[src/cmps_pkg.sv]
// timing constants and types for the current-mode pwm core
package cmps_pkg;

   // ----------------------------------------------------------------
   // printed figures, in their own units
   // ----------------------------------------------------------------
   localparam int unsigned CLK_PERIOD_NS = 40;
   localparam int unsigned OSC_FREQ_KHZ  = 100;
   localparam int unsigned JIT_DEV_KHZ   = 4;
   localparam int unsigned JIT_PERIOD_US = 4000;
   localparam int unsigned DUTY_NUM      = 3;
   localparam int unsigned DUTY_DEN      = 4;
   localparam int unsigned MIN_DLY_NS    = 156;
   localparam int unsigned LEB_NORM_NS   = 220;
   localparam int unsigned LEB_BURST_NS  = 180;
   localparam int unsigned SS_STEPS      = 32;
   localparam int unsigned SS_STEP_US    = 300;
   localparam int unsigned SS_DUR_MS     = 10;

   // ----------------------------------------------------------------
   // derived cycle counts
   // ----------------------------------------------------------------
   localparam int unsigned OSC_CYC_I  = 1000000 / (OSC_FREQ_KHZ * CLK_PERIOD_NS);
   localparam int unsigned JIT_DEV_I  =
      1000000 / ((OSC_FREQ_KHZ - JIT_DEV_KHZ) * CLK_PERIOD_NS) - OSC_CYC_I;
   localparam int unsigned JIT_STEP_I =
      (JIT_PERIOD_US * 1000 / CLK_PERIOD_NS) / (4 * JIT_DEV_I);
   localparam int unsigned SS_STEP_CYC = SS_STEP_US * 1000 / CLK_PERIOD_NS;
   localparam int unsigned SS_DUR_CYC  = SS_DUR_MS * 1000000 / CLK_PERIOD_NS;

   localparam logic [8:0]  OSC_CYC       = 9'(OSC_CYC_I);
   localparam logic [5:0]  JIT_DEV       = 6'(JIT_DEV_I);
   localparam logic [11:0] JIT_STEP_LAST = 12'(JIT_STEP_I - 1);
   localparam logic [8:0]  MIN_DLY_CYC   =
      9'((MIN_DLY_NS + CLK_PERIOD_NS - 1) / CLK_PERIOD_NS);
   localparam logic [2:0]  LEB_NORM_CYC  =
      3'((LEB_NORM_NS + CLK_PERIOD_NS - 1) / CLK_PERIOD_NS);
   localparam logic [2:0]  LEB_BURST_CYC =
      3'((LEB_BURST_NS + CLK_PERIOD_NS - 1) / CLK_PERIOD_NS);
   localparam int unsigned SS_LVL_W      = 5;
   localparam logic [4:0]  SS_LVL_MAX    = 5'(SS_STEPS - 1);
   localparam int unsigned SS_CNT_W      = 18;

   typedef enum logic [2:0] {
      SS_IDLE = 3'h1,
      SS_RAMP = 3'h2,
      SS_RUN  = 3'h4
   } cmps_ss_e;

endpackage

[src/cmps_core.sv]
// current-mode pwm core: oscillator, jitter, soft start, on-latch, blanking
// Function
// - gate ends when amplified sense plus ramp exceeds feedback level
// - cycles at 100 kHz, jittered by 4 kHz over a 4 ms period
// - no jitter during soft start; jitter once normal operation begins
// - on-time never exceeds three quarters of the oscillator period
// - oscillator sets on-latch; feedback, soft start or peak limit clear it
// - gate follows a cleared on-latch at once
// - gate held off about 156 ns after each oscillator trigger
// - ramp held at reset from the duty ceiling to period end, released at cycle start
// - soft start begins when supply rises above turn-on threshold
// - soft start limit rises in 32 steps, one every 300 us
// - soft start ends at 10 ms and its limit is then disabled
// - each auto-restart attempt reruns the full soft start
// - gate low whenever supply is below the off-threshold
// - on-latch cleared in every cycle when peak limit is exceeded and the current slope is not steep
// - comparisons ignored after turn-on: 6 cycles (240 ns) normal, 5 cycles (200 ns) burst
// - burst limit clears the latch only while burst mode is active
// - steeper current slope uses the earlier, lowered limit threshold
// - supply falling below off-threshold clears the soft start counter
`timescale 1ns/10ps

module cmps_core
   import cmps_pkg::*;
#(
   parameter int unsigned SS_STEP_CYCLES = SS_STEP_CYC,
   parameter int unsigned SS_DUR_CYCLES  = SS_DUR_CYC
)(
   input  wire logic       sys_clk,
   input  wire logic       arst_n,
   input  wire logic       supply_on,
   input  wire logic       restart_req,
   input  wire logic       burst_mode,
   input  wire logic       duty_compare,
   input  wire logic       peak_limit_compare,
   input  wire logic       peak_limit_early,
   input  wire logic       sense_slope_steep,
   input  wire logic       burst_limit_compare,
   output logic            gate_drive,
   output logic            ramp_reset_switch,
   output logic [4:0]      softstart_level,
   output logic            softstart_active,
   output logic            edge_blanking
);

   // ----------------------------------------------------------------
   // declarations
   // ----------------------------------------------------------------
   logic [1:0]          sync_s1_r;
   logic [1:0]          sync_s2_r;
   logic                sup_d_r;
   logic                sup_ok;
   logic                burst_s;
   logic                start_evt;
   logic [8:0]          osc_cnt_r;
   logic [8:0]          osc_cnt_nxt;
   logic [8:0]          period_r;
   logic [8:0]          period_nxt;
   logic [8:0]          on_max_r;
   logic [8:0]          on_max_nxt;
   logic                osc_wrap;

   logic [11:0]         jit_tick_r;
   logic [5:0]          jit_pos_r;
   logic                jit_up_r;
   cmps_ss_e            ss_st_r;
   logic [SS_CNT_W-1:0] ss_step_r;
   logic [SS_CNT_W-1:0] ss_dur_r;
   logic [4:0]          ss_lvl_r;
   logic [13:0]         ss_prod;
   logic [8:0]          ss_lim;

   logic                gate_r;
   logic                gate_nxt;
   logic                ramp_r;
   logic                ss_act_r;
   logic [2:0]          blank_r;
   logic                blank_on_r;
   logic                trip;

   assign gate_drive        = gate_r;
   assign ramp_reset_switch = ramp_r;
   assign softstart_level   = ss_lvl_r;
   assign softstart_active  = ss_act_r;
   assign edge_blanking     = blank_on_r;

   // ----------------------------------------------------------------
   // input synchronisers
   // ----------------------------------------------------------------
   // two-flop sync
   always_ff @(posedge sys_clk or negedge arst_n) begin
      if (!arst_n) begin
         sync_s1_r <= 2'h0;
         sync_s2_r <= 2'h0;
         sup_d_r   <= 1'b0;
      end else begin
         sync_s1_r <= {burst_mode, supply_on};
         sync_s2_r <= sync_s1_r;
         sup_d_r   <= sync_s2_r[0];
      end
   end

   assign sup_ok  = sync_s2_r[0];
   assign burst_s = sync_s2_r[1];
   assign start_evt = sup_ok & (~sup_d_r | restart_req);

   // ----------------------------------------------------------------
   // oscillator
   // ----------------------------------------------------------------
   // period counted in clock cycles
   always_comb begin
      osc_wrap    = (osc_cnt_r >= period_r - 9'h001) || start_evt;
      osc_cnt_nxt = osc_wrap ? 9'h000 : osc_cnt_r + 9'h001;
      period_nxt  = period_r;
      on_max_nxt  = on_max_r;
      if (osc_wrap) begin
         period_nxt = (ss_st_r == SS_RUN && !start_evt) ?
                      OSC_CYC - 9'(JIT_DEV) + 9'(jit_pos_r) : OSC_CYC;
         on_max_nxt = 9'((10'(period_nxt) * 10'(DUTY_NUM)) / 10'(DUTY_DEN));
      end
   end

   always_ff @(posedge sys_clk or negedge arst_n) begin
      if (!arst_n) begin
         osc_cnt_r <= OSC_CYC - 9'h001;
         period_r  <= OSC_CYC;
         on_max_r  <= 9'((10'(OSC_CYC) * 10'(DUTY_NUM)) / 10'(DUTY_DEN));
      end else begin
         osc_cnt_r <= osc_cnt_nxt;
         period_r  <= period_nxt;
         on_max_r  <= on_max_nxt;
      end
   end

   // ----------------------------------------------------------------
   // frequency jitter
   // ----------------------------------------------------------------
   // triangle sweep of the period, one cycle per step, centred on nominal
   // jitter only after soft start
   always_ff @(posedge sys_clk or negedge arst_n) begin
      if (!arst_n) begin
         jit_tick_r <= 12'h000;
         jit_pos_r  <= JIT_DEV;
         jit_up_r   <= 1'b1;
      end else if (ss_st_r != SS_RUN) begin
         jit_tick_r <= 12'h000;
         jit_pos_r  <= JIT_DEV;
         jit_up_r   <= 1'b1;
      end else if (jit_tick_r == JIT_STEP_LAST) begin
         jit_tick_r <= 12'h000;
         if (jit_up_r) begin
            jit_pos_r <= jit_pos_r + 6'h01;
            if (jit_pos_r + 6'h01 == {JIT_DEV[4:0], 1'b0}) begin
               jit_up_r <= 1'b0;
            end
         end else begin
            jit_pos_r <= jit_pos_r - 6'h01;
            if (jit_pos_r == 6'h01) begin
               jit_up_r <= 1'b1;
            end
         end
      end else begin
         jit_tick_r <= jit_tick_r + 12'h001;
      end
   end

   // ----------------------------------------------------------------
   // soft start sequencer
   // ----------------------------------------------------------------
   always_ff @(posedge sys_clk or negedge arst_n) begin
      if (!arst_n) begin
         ss_st_r   <= SS_IDLE;
         ss_step_r <= '0;
         ss_dur_r  <= '0;
         ss_lvl_r  <= 5'h00;
      end else if (!sup_ok) begin
         ss_st_r   <= SS_IDLE;
         ss_step_r <= '0;
         ss_dur_r  <= '0;
         ss_lvl_r  <= 5'h00;
      end else if (start_evt) begin
         ss_st_r   <= SS_RAMP;
         ss_step_r <= '0;
         ss_dur_r  <= '0;
         ss_lvl_r  <= 5'h00;
      end else begin
         unique case (ss_st_r)
            SS_IDLE, SS_RUN: begin
               ss_st_r <= ss_st_r;
            end
            SS_RAMP: begin
               if (ss_step_r == SS_CNT_W'(SS_STEP_CYCLES - 1)) begin
                  ss_step_r <= '0;
                  if (ss_lvl_r != SS_LVL_MAX) begin
                     ss_lvl_r <= ss_lvl_r + 5'h01;
                  end
               end else begin
                  ss_step_r <= ss_step_r + SS_CNT_W'(1);
               end
               if (ss_dur_r == SS_CNT_W'(SS_DUR_CYCLES - 1)) begin
                  ss_st_r <= SS_RUN;
               end else begin
                  ss_dur_r <= ss_dur_r + SS_CNT_W'(1);
               end
            end
            default: begin
               ss_st_r <= SS_IDLE;
            end
         endcase
      end
   end

   // limit is level/32 of the ceiling
   assign ss_prod = 14'(on_max_nxt) * 14'(ss_lvl_r);
   assign ss_lim  = ss_prod[13:SS_LVL_W];

   // ----------------------------------------------------------------
   // on-latch and gate
   // ----------------------------------------------------------------
   // raw comparators reach the latch directly: no sync delay on turn-off
   always_comb begin
      // steep slope selects the lowered threshold
      trip = sense_slope_steep ? peak_limit_early : peak_limit_compare;
      trip = trip | duty_compare;
      // burst limit only in burst mode
      trip = trip | (burst_s & burst_limit_compare);
      trip = trip & (blank_r == 3'h0);
   end

   always_comb begin
      gate_nxt = gate_r;
      // set after the hold-off from the oscillator pulse
      if (osc_cnt_nxt == MIN_DLY_CYC) begin
         gate_nxt = 1'b1;
      end
      if (osc_cnt_nxt >= on_max_nxt) begin
         gate_nxt = 1'b0;
      end
      if (ss_st_r == SS_RAMP && osc_cnt_nxt >= ss_lim) begin
         gate_nxt = 1'b0;
      end
      // any trip ends the on-time at once
      if (gate_r && trip) begin
         gate_nxt = 1'b0;
      end
      // off below threshold and before a start
      if (!sup_ok || ss_st_r == SS_IDLE || start_evt) begin
         gate_nxt = 1'b0;
      end
   end

   always_ff @(posedge sys_clk or negedge arst_n) begin
      if (!arst_n) begin
         gate_r   <= 1'b0;
         ramp_r   <= 1'b1;
         ss_act_r <= 1'b0;
      end else begin
         gate_r   <= gate_nxt;
         ramp_r   <= osc_cnt_nxt >= on_max_nxt;
         ss_act_r <= ss_st_r == SS_RAMP;
      end
   end

   // ----------------------------------------------------------------
   // leading edge blanking
   // ----------------------------------------------------------------
   // window length chosen by mode
   always_ff @(posedge sys_clk or negedge arst_n) begin
      if (!arst_n) begin
         blank_r    <= 3'h0;
         blank_on_r <= 1'b0;
      end else if (gate_nxt && !gate_r) begin
         blank_r    <= burst_s ? LEB_BURST_CYC : LEB_NORM_CYC;
         blank_on_r <= 1'b1;
      end else if (!gate_nxt) begin
         blank_r    <= 3'h0;
         blank_on_r <= 1'b0;
      end else if (blank_r != 3'h0) begin
         blank_r    <= blank_r - 3'h1;
         blank_on_r <= blank_r != 3'h1;
      end
   end
endmodule

[config.mk]
export PLATFORM = sky130hd
export DESIGN_NAME = cmps_core
export DESIGN_NICKNAME = d
export VERILOG_FILES = /design/src/cmps_pkg.sv /design/src/cmps_core.sv
export SDC_FILE = /design/constraint.sdc
export NUM_CORES = 1
export LEC_CHECK = 0
export ABC_AREA = 0
export BUFFER_PORTS_ARGS = -buffer_cell sky130_fd_sc_hd__buf_2
export CAP_MARGIN = 20
export CORE_ASPECT_RATIO = 0.75
export CORE_UTILIZATION = 30
export CTS_BUF_LIST = sky130_fd_sc_hd__clkbuf_8
export DETAILED_ROUTE_END_ITERATION = 16
export SKIP_CTS_REPAIR_TIMING = 1
export SLEW_MARGIN = 5
export SYNTH_ARGS = -nofsm -noshare
export SYNTH_HDL_FRONTEND = slang
export SYNTH_SLANG_ARGS = --single-unit
[constraint.sdc]
create_clock -name sys_clk -period 6.3 [get_ports sys_clk]
set_input_delay 0.63 -clock sys_clk [delete_from_list [all_inputs] [get_ports sys_clk]]
set_output_delay 0.63 -clock sys_clk [all_outputs]
set_load 0.02 [all_outputs]
## Word level (Yosys, flattened, before mapping)

Index checks and enable logic that the tools add are counted.

| word-level totals | value |
|---|---|
| register bits | 102 |
| word-level logic and storage cells | 119 |

| cells by class | value |
|---|---|
| add/subtract/negate cells | 10 |
| $mul | 2 |
| magnitude comparators | 3 |
| eq/ne operators | 19 |
| multiplexer cells | 43 |
| bitwise operators | 7 |
| reductions and logical operators | 17 |

Operators by type and width:

| cell | number |
|---|---|
| 18-bit 2-to-1 mux | 8 |
| 18-bit by 1-bit adder with 18-bit output (second input constant) | 2 |
| 9-bit greater-or-equal comparator | 3 |
| 9-bit 2-to-1 mux | 3 |
| 5-bit 2-to-1 mux | 5 |
| 12-bit 2-to-1 mux | 2 |
| 18-bit by 13-bit == test with 1-bit output (second input constant) | 1 |
| 18-bit == test (second input constant) | 1 |
| 3-bit 2-to-1 mux | 6 |
| 6-bit 2-to-1 mux | 3 |
| 3-bit by 1-bit inequality test with 1-bit output (second input constant) | 5 |
| 9-bit by 5-bit multiplier with 14-bit output | 1 |
| 1-bit 2-to-1 mux | 14 |
| 12-bit by 1-bit adder with 12-bit output (second input constant) | 1 |
| 12-bit == test (second input constant) | 1 |
| 9-bit by 2-bit multiplier with 10-bit output (second input constant) | 1 |
| 8-bit by 6-bit adder with 9-bit output (first input constant) | 1 |
| 9-bit by 1-bit adder with 9-bit output (second input constant) | 1 |
| 9-bit by 3-bit == test with 1-bit output (second input constant) | 1 |
| 3-bit inequality test (second input constant) | 3 |
| 9-bit by 1-bit subtractor with 9-bit output (second input constant) | 1 |
| 6-bit by 1-bit adder with 6-bit output (second input constant) | 1 |
| 6-bit by 1-bit == test with 1-bit output (second input constant) | 1 |
| 6-bit by 5-bit == test with 1-bit output (second input constant) | 1 |
| 22 further kinds | 34 |

## Logic depth before layout (Yosys ltp)

Gate-level depths: netlist of run 1.

| depth | value |
|---|---|
| word-level depth | 16 |
| gate-level depth with buffers | 36 |
| depth with buffers taken out | 34 |

## Worst setup path before layout of run 1

Ideal clock, no wire load.

| path | value |
|---|---|
| path type | reg2reg |
| start | register period_r[2] |
| end | register blank_on_r, in the netlist edge_blanking |
| arrival time | 6.729 ns |
| required time | 6.214 ns |
| slack | -0.515 ns |
| stages on the path, launching flop included | 30 |
| buffers on the path | 1 |
| cell sequence | dfrtp_1 > or3_1 > nor3b_1 > nor2b_1 > xnor2_1 > ha_1 > nand4_1 > nor3_1 > a2111oi_2 > nand2b_1 > buf_4 > a21oi_2 > and2_1 > fa_1 > fa_1 > inv_1 > fa_1 > inv_1 > ha_1 > or3_1 > o22ai_1 > xor2_1 > ha_1 > a21o_1 > a21o_1 > a21o_1 > a21oi_1 > o21a_1 > o211ai_1 > nor3_1 |

| between the ends | value |
|---|---|
| word-level cells in the longest chain between the ends | 12 |
| elaborated cells between the ends (all ways) | 19 |

RTL lines:

| item | line | RTL |
|---|---|---|
| start, declared | cmps_core.sv:57 | `logic [8:0] period_r;` |
| start signal, assigned | cmps_core.sv:130 | `period_r <= period_nxt;` |
| 9-bit by 1-bit subtractor with 9-bit output * | cmps_core.sv:112 | `osc_wrap = (osc_cnt_r >= period_r - 9'h001) \|\| start_evt;` |
| 9-bit greater-or-equal comparator * | cmps_core.sv:112 |  |
| 1-bit logical OR * | cmps_core.sv:112 |  |
| 9-bit 2-to-1 mux * | cmps_core.sv:116 | `if (osc_wrap) begin` |
| named net on_max_nxt[2] | cmps_core.sv:60 | `logic [8:0] on_max_nxt;` |
| 9-bit by 5-bit multiplier with 14-bit output | cmps_core.sv:214 | `assign ss_prod = 14'(on_max_nxt) * 14'(ss_lvl_r);` |
| 9-bit greater-or-equal comparator | cmps_core.sv:239 | `if (ss_st_r == SS_RAMP && osc_cnt_nxt >= ss_lim) begin` |
| 1-bit logical AND | cmps_core.sv:239 |  |
| 1-bit 2-to-1 mux * | cmps_core.sv:239 |  |
| 1-bit 2-to-1 mux * | cmps_core.sv:243 | `if (gate_r && trip) begin` |
| 1-bit 2-to-1 mux * | cmps_core.sv:247 | `if (!sup_ok \|\| ss_st_r == SS_IDLE \|\| start_evt) begin` |
| 1-bit logical AND / 1-bit 2-to-1 mux (equally long branches) | cmps_core.sv:272, cmps_core.sv:275 |  |
| 3-bit by 1-bit inequality test with 1-bit output (no source line) / 1-bit 2-to-1 mux (equally long branches) | - |  |
| end signal, assigned | cmps_core.sv:271 | `blank_on_r <= 1'b0;` |
| end signal, assigned | cmps_core.sv:274 | `blank_on_r <= 1'b1;` |
| end signal, assigned | cmps_core.sv:277 | `blank_on_r <= 1'b0;` |
| end, declared | cmps_core.sv:78 | `logic blank_on_r;` |

The timed path passes the listed nets; every way through them passes the cells marked *.
A chain may end at the register's enable or synchronous reset.

## Worst setup path after layout of run 1

| path | value |
|---|---|
| start | register period_r[3] |
| end | register blank_r[2] |

| between the ends | value |
|---|---|
| word-level cells in the longest chain between the ends | 12 |
| elaborated cells between the ends (all ways) | 19 |

RTL lines:

| item | line | RTL |
|---|---|---|
| 9-bit by 1-bit subtractor with 9-bit output * | cmps_core.sv:112 |  |
| 9-bit greater-or-equal comparator * | cmps_core.sv:112 |  |
| 1-bit logical OR * | cmps_core.sv:112 |  |
| 9-bit 2-to-1 mux * | cmps_core.sv:116 |  |
| named net on_max_nxt[2] | cmps_core.sv:60 |  |
| 9-bit by 5-bit multiplier with 14-bit output | cmps_core.sv:214 |  |
| 9-bit greater-or-equal comparator | cmps_core.sv:239 |  |
| 1-bit logical AND | cmps_core.sv:239 |  |
| 1-bit 2-to-1 mux * | cmps_core.sv:239 |  |
| 1-bit 2-to-1 mux * | cmps_core.sv:243 |  |
| 1-bit 2-to-1 mux * | cmps_core.sv:247 |  |
| 1-bit logical AND / 3-bit 2-to-1 mux (equally long branches) | cmps_core.sv:272, cmps_core.sv:275 |  |
| 3-bit by 1-bit inequality test with 1-bit output (no source line) / 3-bit 2-to-1 mux (equally long branches) | - |  |
| end signal, assigned | cmps_core.sv:273 | `blank_r <= burst_s ? LEB_BURST_CYC : LEB_NORM_CYC;` |
| end signal, assigned | cmps_core.sv:279 | `blank_r <= blank_r - 3'h1;` |
| end, declared | cmps_core.sv:77 | `logic [2:0] blank_r;` |

Marked as above.

==> out/qor.csv, run 1 <==
stage,metric,value,unit
outcome,status,"complete, but fails checks",
outcome,failing checks,negative setup slack,
timing,clock skew,0.0163,ns
yosys,top post-synthesis cells by area,"dfrtp_1 28%, ha_1 12%, dfstp_2 8.1%, fa_1 5.9%, nor2_1 4.8%",
routing,"antenna viol nets, final",0,
worst_setup_path,critical path type,register to register,
yosys,"flops & latches, synth",101,
worst_setup_path,Setup crit end kind,register,
finish,design area,8670,um^2
yosys,Synth top area share,27.6,%
worst_setup_path,worst-path maximum fanout,5,
timing,WHS,0.287,ns
yosys,Cells after Synth,776,
yosys,YS warnings,0,
run,Max Cap Viol,0,
yosys,Post-Syn Nets,874,
clocking,CTS H-Tree Depth,3,
grt,GRT overflow,0,
floorplan,core area,23200,um^2
timing,Setup Viol. Count Final,5,
timing,Fin. Hold Viols,0,
routing,Vias,5553,
floorplan,Starting Density,30.8,%
finish,Util after Layout,37.3,%
grt,number of global-route vias before repair,5281,
clocking,TritonCTS Sinks,101,
routing,mean number of vias per cell,4.77,
clocking,CTS Buf Count,9,
grt,first-pass GRT wire length,26800,um
worst_setup_path,Critical Path RT,6.59,ns
worst_hold_path,Tightest Hold Check Type,input port to asynchronous set/reset pin,
timing,setup ws final,-0.416,ns
timing,Final Cycle Share,107,%
floorplan,die height,136,um
floorplan,boundary pin count,19,
worst_setup_path,CP peak stage delay,0.55,ns
timing,Fmax,149,MHz
power,Worst IR Drop VDD,0.0970,mV
timing,worst relative slew slack,33.4,%
place,Area after DPL,8220,um^2
routing,DRC,0,
power,Leak,0.00399,uW
clocking,CTS max path bufs,2,
routing,drt pass-1 iters,4,
clocking,Worst-Skew Late Latency,0.38,ns
place,I/O Buffers,18,
grt,GRT Total Usage,13.4,%
yosys,asr flop ratio synth,100,%
clocking,CTS root buf,clkbuf_8,
floorplan,Site Rows,48,
routing,final wirelength,16100,um
yosys,Post-synth top flop,dfrtp_1,
yosys,"area leader, netlist",dfrtp_1,
floorplan,die area,24500,um^2
yosys,"Cell Area, Synth",7170,um^2
routing,DRT iter0 DRCs,233,
timing,fin crit period,6.72,ns
finish,area delta synth->final,21.0,%
yosys,"Seq/Total Area, Yosys",35.6,%
finish,layout cells sized above 1,24.1,%
routing,wire per inst,13.8,um
yosys,synth unique cells,64,
worst_setup_path,CP arrival,7.01,ns
place,detailed placement HPWL,12200,um
yosys,count of flip-flops with a built-in enable after synthesis,0,
worst_setup_path,CP max stage cell,fa_1,
floorplan,Die Wd,180,um
clocking,clock-pin slew on the worst setup and hold paths,0.11,ns
grt,initial antenna violation count,0,
finish,fin nets,956,
place,Placer Congestion,0.806,
worst_setup_path,startpoint types,register,
yosys,Avg Inst Size Synth,9.24,um^2
finish,ANT cells,0,
timing,worst-margin pin slew,0.999,ns
clocking,CTS tree,done,
timing,setup TNS,-1.88,ns
power,power density over the cells,143,nW/um^2
grt,largest net degree at the start of global routing,58,
timing,Final Max Slew Viols,0,
place,Place WS,-0.540,ns
timing,RSZ-0062 raised after global routing,yes,
[layout by cell type (no fill, tap or decap), types with 5 or more instances in the layout]
cell and count:
nand4_1 14, nor2b_1 9, a21oi_1 20, and2_1 18, nand3_1 22, and3_1 18
clkbuf_8 9, inv_1 40, nor4_1 5, xor2_1 32, o31ai_1 8, mux2i_1 9
o21ai_0 12, or3_1 8, a31oi_1 9, ha_1 59, buf_4 75, o21a_1 6
nor2_1 85, buf_2 17, nor3_1 7, nand2b_1 16, ha_4 6, nand2_1 60
and2_4 8, xnor2_1 25, a21o_1 13, dfrtp_1 79, dfstp_2 22, o21ai_1 28
fa_1 19, inv_2 10
[layer usage]
metal / routed length, um / vias up / GRT usage [%]
met5: 0 / - / 0
met4: 92 / 0 / 1.99
met3: 413 / 10 / 2.17
met2: 6820 / 57 / 20.0
met1: 8730 / 2666 / 20.6
li1: - / 2820 / -
[cell families after synthesis]
logic type,Yosys count,synth area share (%)
and+or+nand+nor,313,22.0
AOI/OAI and AO/OA,131,11.8
DFF,101,35.6
adders and majority gates,88,17.6
buffers and inverters,74,4.22
xor gates and xnor gates,57,6.97
muxes,12,1.71
[cell usage after synthesis (all sizes together) (2+ instances only)]
cell type   n
ha         67
and4        2
a211oi      4
o21a        7
a31oi       9
o211ai      3
mux2i      10
xor2       32
or2         2
clkbuf     13
mux2        2
or3        10
dfrtp      79
and2       26
nand2      64
a21oi      28
o21ai      44
nor4b       3
nand3      24
nor3b       5
fa         21
nor4        6
a21o       13
nand4b      2
nor2       92
o22ai       3
a2111oi     2
a41oi       2
nor3       10
o41ai       2
nor2b      10
dfstp      22
xnor2      25
inv        50
buf        11
and3       18
nand4      14
nand2b     18
nand3b      2
o31ai       8
[layout make-up]
cell class                 count  area, um^2
fill                        2271       14600
clock buffer                   9         124
timing repair buffer          95         713
sequential                   101        2550
clock inverter                 7        92.6
tap                          300         375
multi-input combinational    601        4630
inverter                      50         188
[worst max-delay path, delay by kind of cell, from the launching register on]
family | cells | cell delay [ns]
and+or+nand+nor | 7 | 1.44
xor gates and xnor gates | 2 | 0.29
adders and majority gates | 6 | 2.18
buffers and inverters | 3 | 0.40
AOI/OAI and AO/OA | 11 | 1.95
DFF | 1 | 0.38
[report_power, final]
group	switching, uW	internal [uW]
clock network	250	194
logic	73.0	51.5
registers	8.43	660
total	331	906
[sequential cells by signal, indices dropped and copies added, names as in the netlist, 2 cells and up]
| register | cells |
|---|---|
| ss_dur_r | 18 |
| ss_step_r | 18 |
| jit_tick_r | 12 |
| on_max_r | 9 |
| osc_cnt_r | 9 |
| period_r | 8 |
| jit_pos_r | 6 |
| softstart_level | 5 |
| blank_r | 3 |
| ss_st_r | 3 |
| sync_s1_r | 2 |
| sync_s2_r | 2 |
[through the flow]
stage / power [uW] / instances
final: 1240 / 1163
after detailed placement: 798 / 1139
after global placement: 797 / 1139
after CTS: 1240 / 1155
after floorplan: 748 / 776
after global routing: 1290 / 1163
[final timing paths]
kind                       cells after the start                 end  slack, ns    startpoint
max in group asynchronous                      2       jit_tick_r[5]       4.95        arst_n
max reg2reg                                   29          blank_r[2]      -0.42   period_r[3]
max                                           29          blank_r[2]      -0.42   period_r[3]
min in group sys_clk                           1        sync_s1_r[1]       0.35    burst_mode
min                                            1  softstart_level[0]       0.29        arst_n
min reg2reg                                    0        sync_s2_r[1]       0.36  sync_s1_r[1]
(Power assumes the default switching activity.)
==> inputs of run 2 (changes only) <==
CORE_ASPECT_RATIO = not set   (was 0.75)
==> out/qor.csv, run 2 (same netlist as run 1, synthesis figures left out) <==
stage,metric,value,unit,change
timing,Setup Viol. Count Final,5,,unchanged
finish,"commonest non-fill, non-tap cell in the layout",nor2_1,,unchanged
worst_setup_path,startpoint types,register,,unchanged
finish,largest registers,"ss_dur_r (18), ss_step_r (18), jit_tick_r (12)",,unchanged
clocking,CTS max path bufs,2,,unchanged
worst_setup_path,WP depth,30,,was 29
routing,Vias,5610,,"was 5,553"
timing,Final Max Slew Viols,0,,unchanged
worst_setup_path,RR Endpoint,blank_r[1],,was blank_r[2]
worst_setup_path,CP most frequent cell,a21o_1,,
worst_setup_path,crit path launch,period_r[3],,unchanged
timing,setup ws final,-0.624,ns,was -0.416 ns
worst_setup_path,critical path type,register to register,,unchanged
finish,fin nets,961,,was 956
timing,worst-margin pin slew,0.995,ns,was 0.999 ns
worst_hold_path,Tightest Hold Check Type,input port to asynchronous set/reset pin,,unchanged
grt,number of global-route vias before repair,5682,,"was 5,281"
outcome,status,"complete, but fails checks",,unchanged
finish,layout cells sized above 1,24.7,%,was 24.1%
power,Clock power frac,34.5,%,was 35.9%
finish,number of fill cells in the layout,2354,,"was 2,271"
worst_setup_path,Reg2Reg Depth,30,,was 29
floorplan,die area,24500,um^2,about the same
clocking,CTS H-Tree Depth,3,,unchanged
routing,DRC,0,,unchanged
worst_setup_path,origin of the critical flop-to-flop path,period_r[3],,unchanged
clocking,clock-pin slew on the worst setup and hold paths,0.11,ns,about the same
worst_setup_path,Critical Path RT,6.63,ns,was 6.59 ns
floorplan,boundary pin count,19,,unchanged
place,detailed placement HPWL,12100,um,"was 12,200 um"
power,Int Power,883,uW,was 906 uW
grt,largest net degree at the start of global routing,67,,was 58
power,Gate power share,10.3,%,was 10.1%
timing,Fmax,144,MHz,was 149 MHz
finish,ANT cells,0,,unchanged
routing,"antenna viol nets, final",0,,unchanged
clocking,TritonCTS Sinks,101,,unchanged
floorplan,Site Rows,56,,was 48
routing,wire per inst,13.6,um,was 13.8 um
finish,area delta synth->final,21.3,%,was 21.0%
floorplan,core area,23500,um^2,"was 23,200 um^2"
place,placed cells,1167,,"was 1,139"
routing,DRT iter0 DRCs,207,,was 233
clocking,Worst-Skew Late Latency,0.39,ns,was 0.38 ns
grt,initial antenna violation count,0,,unchanged
grt,GRT overflow,0,,unchanged
timing,fin crit period,6.92,ns,was 6.72 ns
floorplan,die height,157,um,was 136 um
timing,Fin. Hold Viols,0,,unchanged
floorplan,Die Wd,157,um,was 180 um
power,Leak,0.00401,uW,was 0.00399 uW
place,Placer Congestion,0.795,,was 0.806
finish,most frequent cells in the layout,"86 x nor2_1, 80 x buf_4, 79 x dfrtp_1",,"was 85 x nor2_1, 79 x dfrtp_1, 75 x buf_4"
place,I/O Buffers,18,,unchanged
clocking,CTS root buf,clkbuf_8,,unchanged
worst_setup_path,worst-path maximum fanout,5,,unchanged
worst_setup_path,Setup crit end kind,register,,unchanged
power,proportion of power drawn by flip-flops and latches,55.1,%,was 54.1%
outcome,failing checks,negative setup slack,,unchanged
routing,final wirelength,16100,um,about the same
finish,Final Non-Filler Cells,1187,,"was 1,163"
power,Sw Ratio,27.2,%,was 26.8%
routing,mean number of vias per cell,4.73,,was 4.77
worst_setup_path,Reg2Reg Setup Slack,-0.62,ns,was -0.42 ns
grt,GRT Total Usage,14.0,%,was 13.4%
worst_setup_path,"Largest delay share family, worst path",adder cells,,unchanged
routing,drt pass-1 iters,4,,unchanged
grt,first-pass GRT wire length,27400,um,"was 26,800 um"
finish,Util after Layout,37.0,%,was 37.3%
worst_setup_path,CP arrival,7.25,ns,was 7.01 ns
power,Worst IR Drop VDD,0.0825,mV,was 0.0970 mV
worst_setup_path,CP max stage cell,fa_1,,unchanged
worst_setup_path,CP Buf/Inv Count,4,,was 3
timing,RSZ-0062 raised after global routing,yes,,unchanged
place,Place WS,-0.630,ns,was -0.540 ns
run,Max Cap Viol,0,,unchanged
power,power density over the cells,140,nW/um^2,was 143 nW/um^2
timing,clock skew,0.0150,ns,was 0.0163 ns
timing,Final Cycle Share,110,%,was 107%
clocking,CTS Buf Count,9,,unchanged
floorplan,Starting Density,30.5,%,was 30.8%
worst_setup_path,CP peak stage delay,0.50,ns,was 0.55 ns
worst_setup_path,worst setup path endpoint,blank_r[1],,was blank_r[2]
power,NetSw,330,uW,was 331 uW
timing,worst relative slew slack,33.6,%,was 33.4%
clocking,CTS tree,done,,unchanged
run 2: cell type report:
cell class / instances / area, um^2 / area share (%)
tap: 319 / 399 / 4.59
inverter: 50 / 188 / 2.16
clock inverter: 5 / 42.5 / 0.489
sequential: 101 / 2550 / 29.4
multi-input combinational: 601 / 4640 / 53.4
clock buffer: 11 / 151 / 1.74
timing repair buffer: 100 / 719 / 8.27
run 2: layer usage:
layer | vias up | GRT usage [%] | wire length, um
met5 | - | 0 | 0
met4 | 0 | 4.20 | 240
met3 | 20 | 2.08 | 301
met2 | 52 | 23.2 | 7690
met1 | 2687 | 18.8 | 7890
li1 | 2851 | - | -
run 2: worst min path at each step:
stage                    to
2_1_floorplan    blank_r[0]
3_5_place_dp   sync_s2_r[1]
5_1_grt        ss_step_r[9]
6_report       ss_step_r[9]
4_1_cts        ss_step_r[7]
3_3_place_gp   sync_s2_r[1]
run 2: power by group through the flow:
stage | Sequential [uW] | Combinational, uW | Clock (uW)
finish | 669 | 125 | 419
floorplan | 680 | 67.4 | 0
CTS | 668 | 121 | 436
detailed placement | 680 | 120 | 0
global route | 670 | 143 | 455
global placement | 680 | 118 | 0
run 2: worst register-to-register path: cells and delay by family (launching register included):
family,cells,cell delay (ns)
simple gates,10,1.93
fa+ha+maj,6,2.08
flops,1,0.38
compound gates,8,1.60
buf+inv,4,0.47
xor+xnor,2,0.41
run 2: stage by stage:
| stage | hold slack [ns] | TNS, ns | instance area [um^2] | total power (uW) |
|---|---|---|---|---|
| final | 0.183 | -2.88 | 8700 | 1210 |
| after detailed placement | 0.356 | -2.70 | 8300 | 800 |
| after CTS | 0.183 | -2.86 | 8500 | 1230 |
| after global routing | 0.203 | -4.43 | 8700 | 1270 |
| after global placement | 0.342 | -1.92 | 8290 | 798 |
| after floorplan | 0.331 | -0.119 | 7340 | 748 |
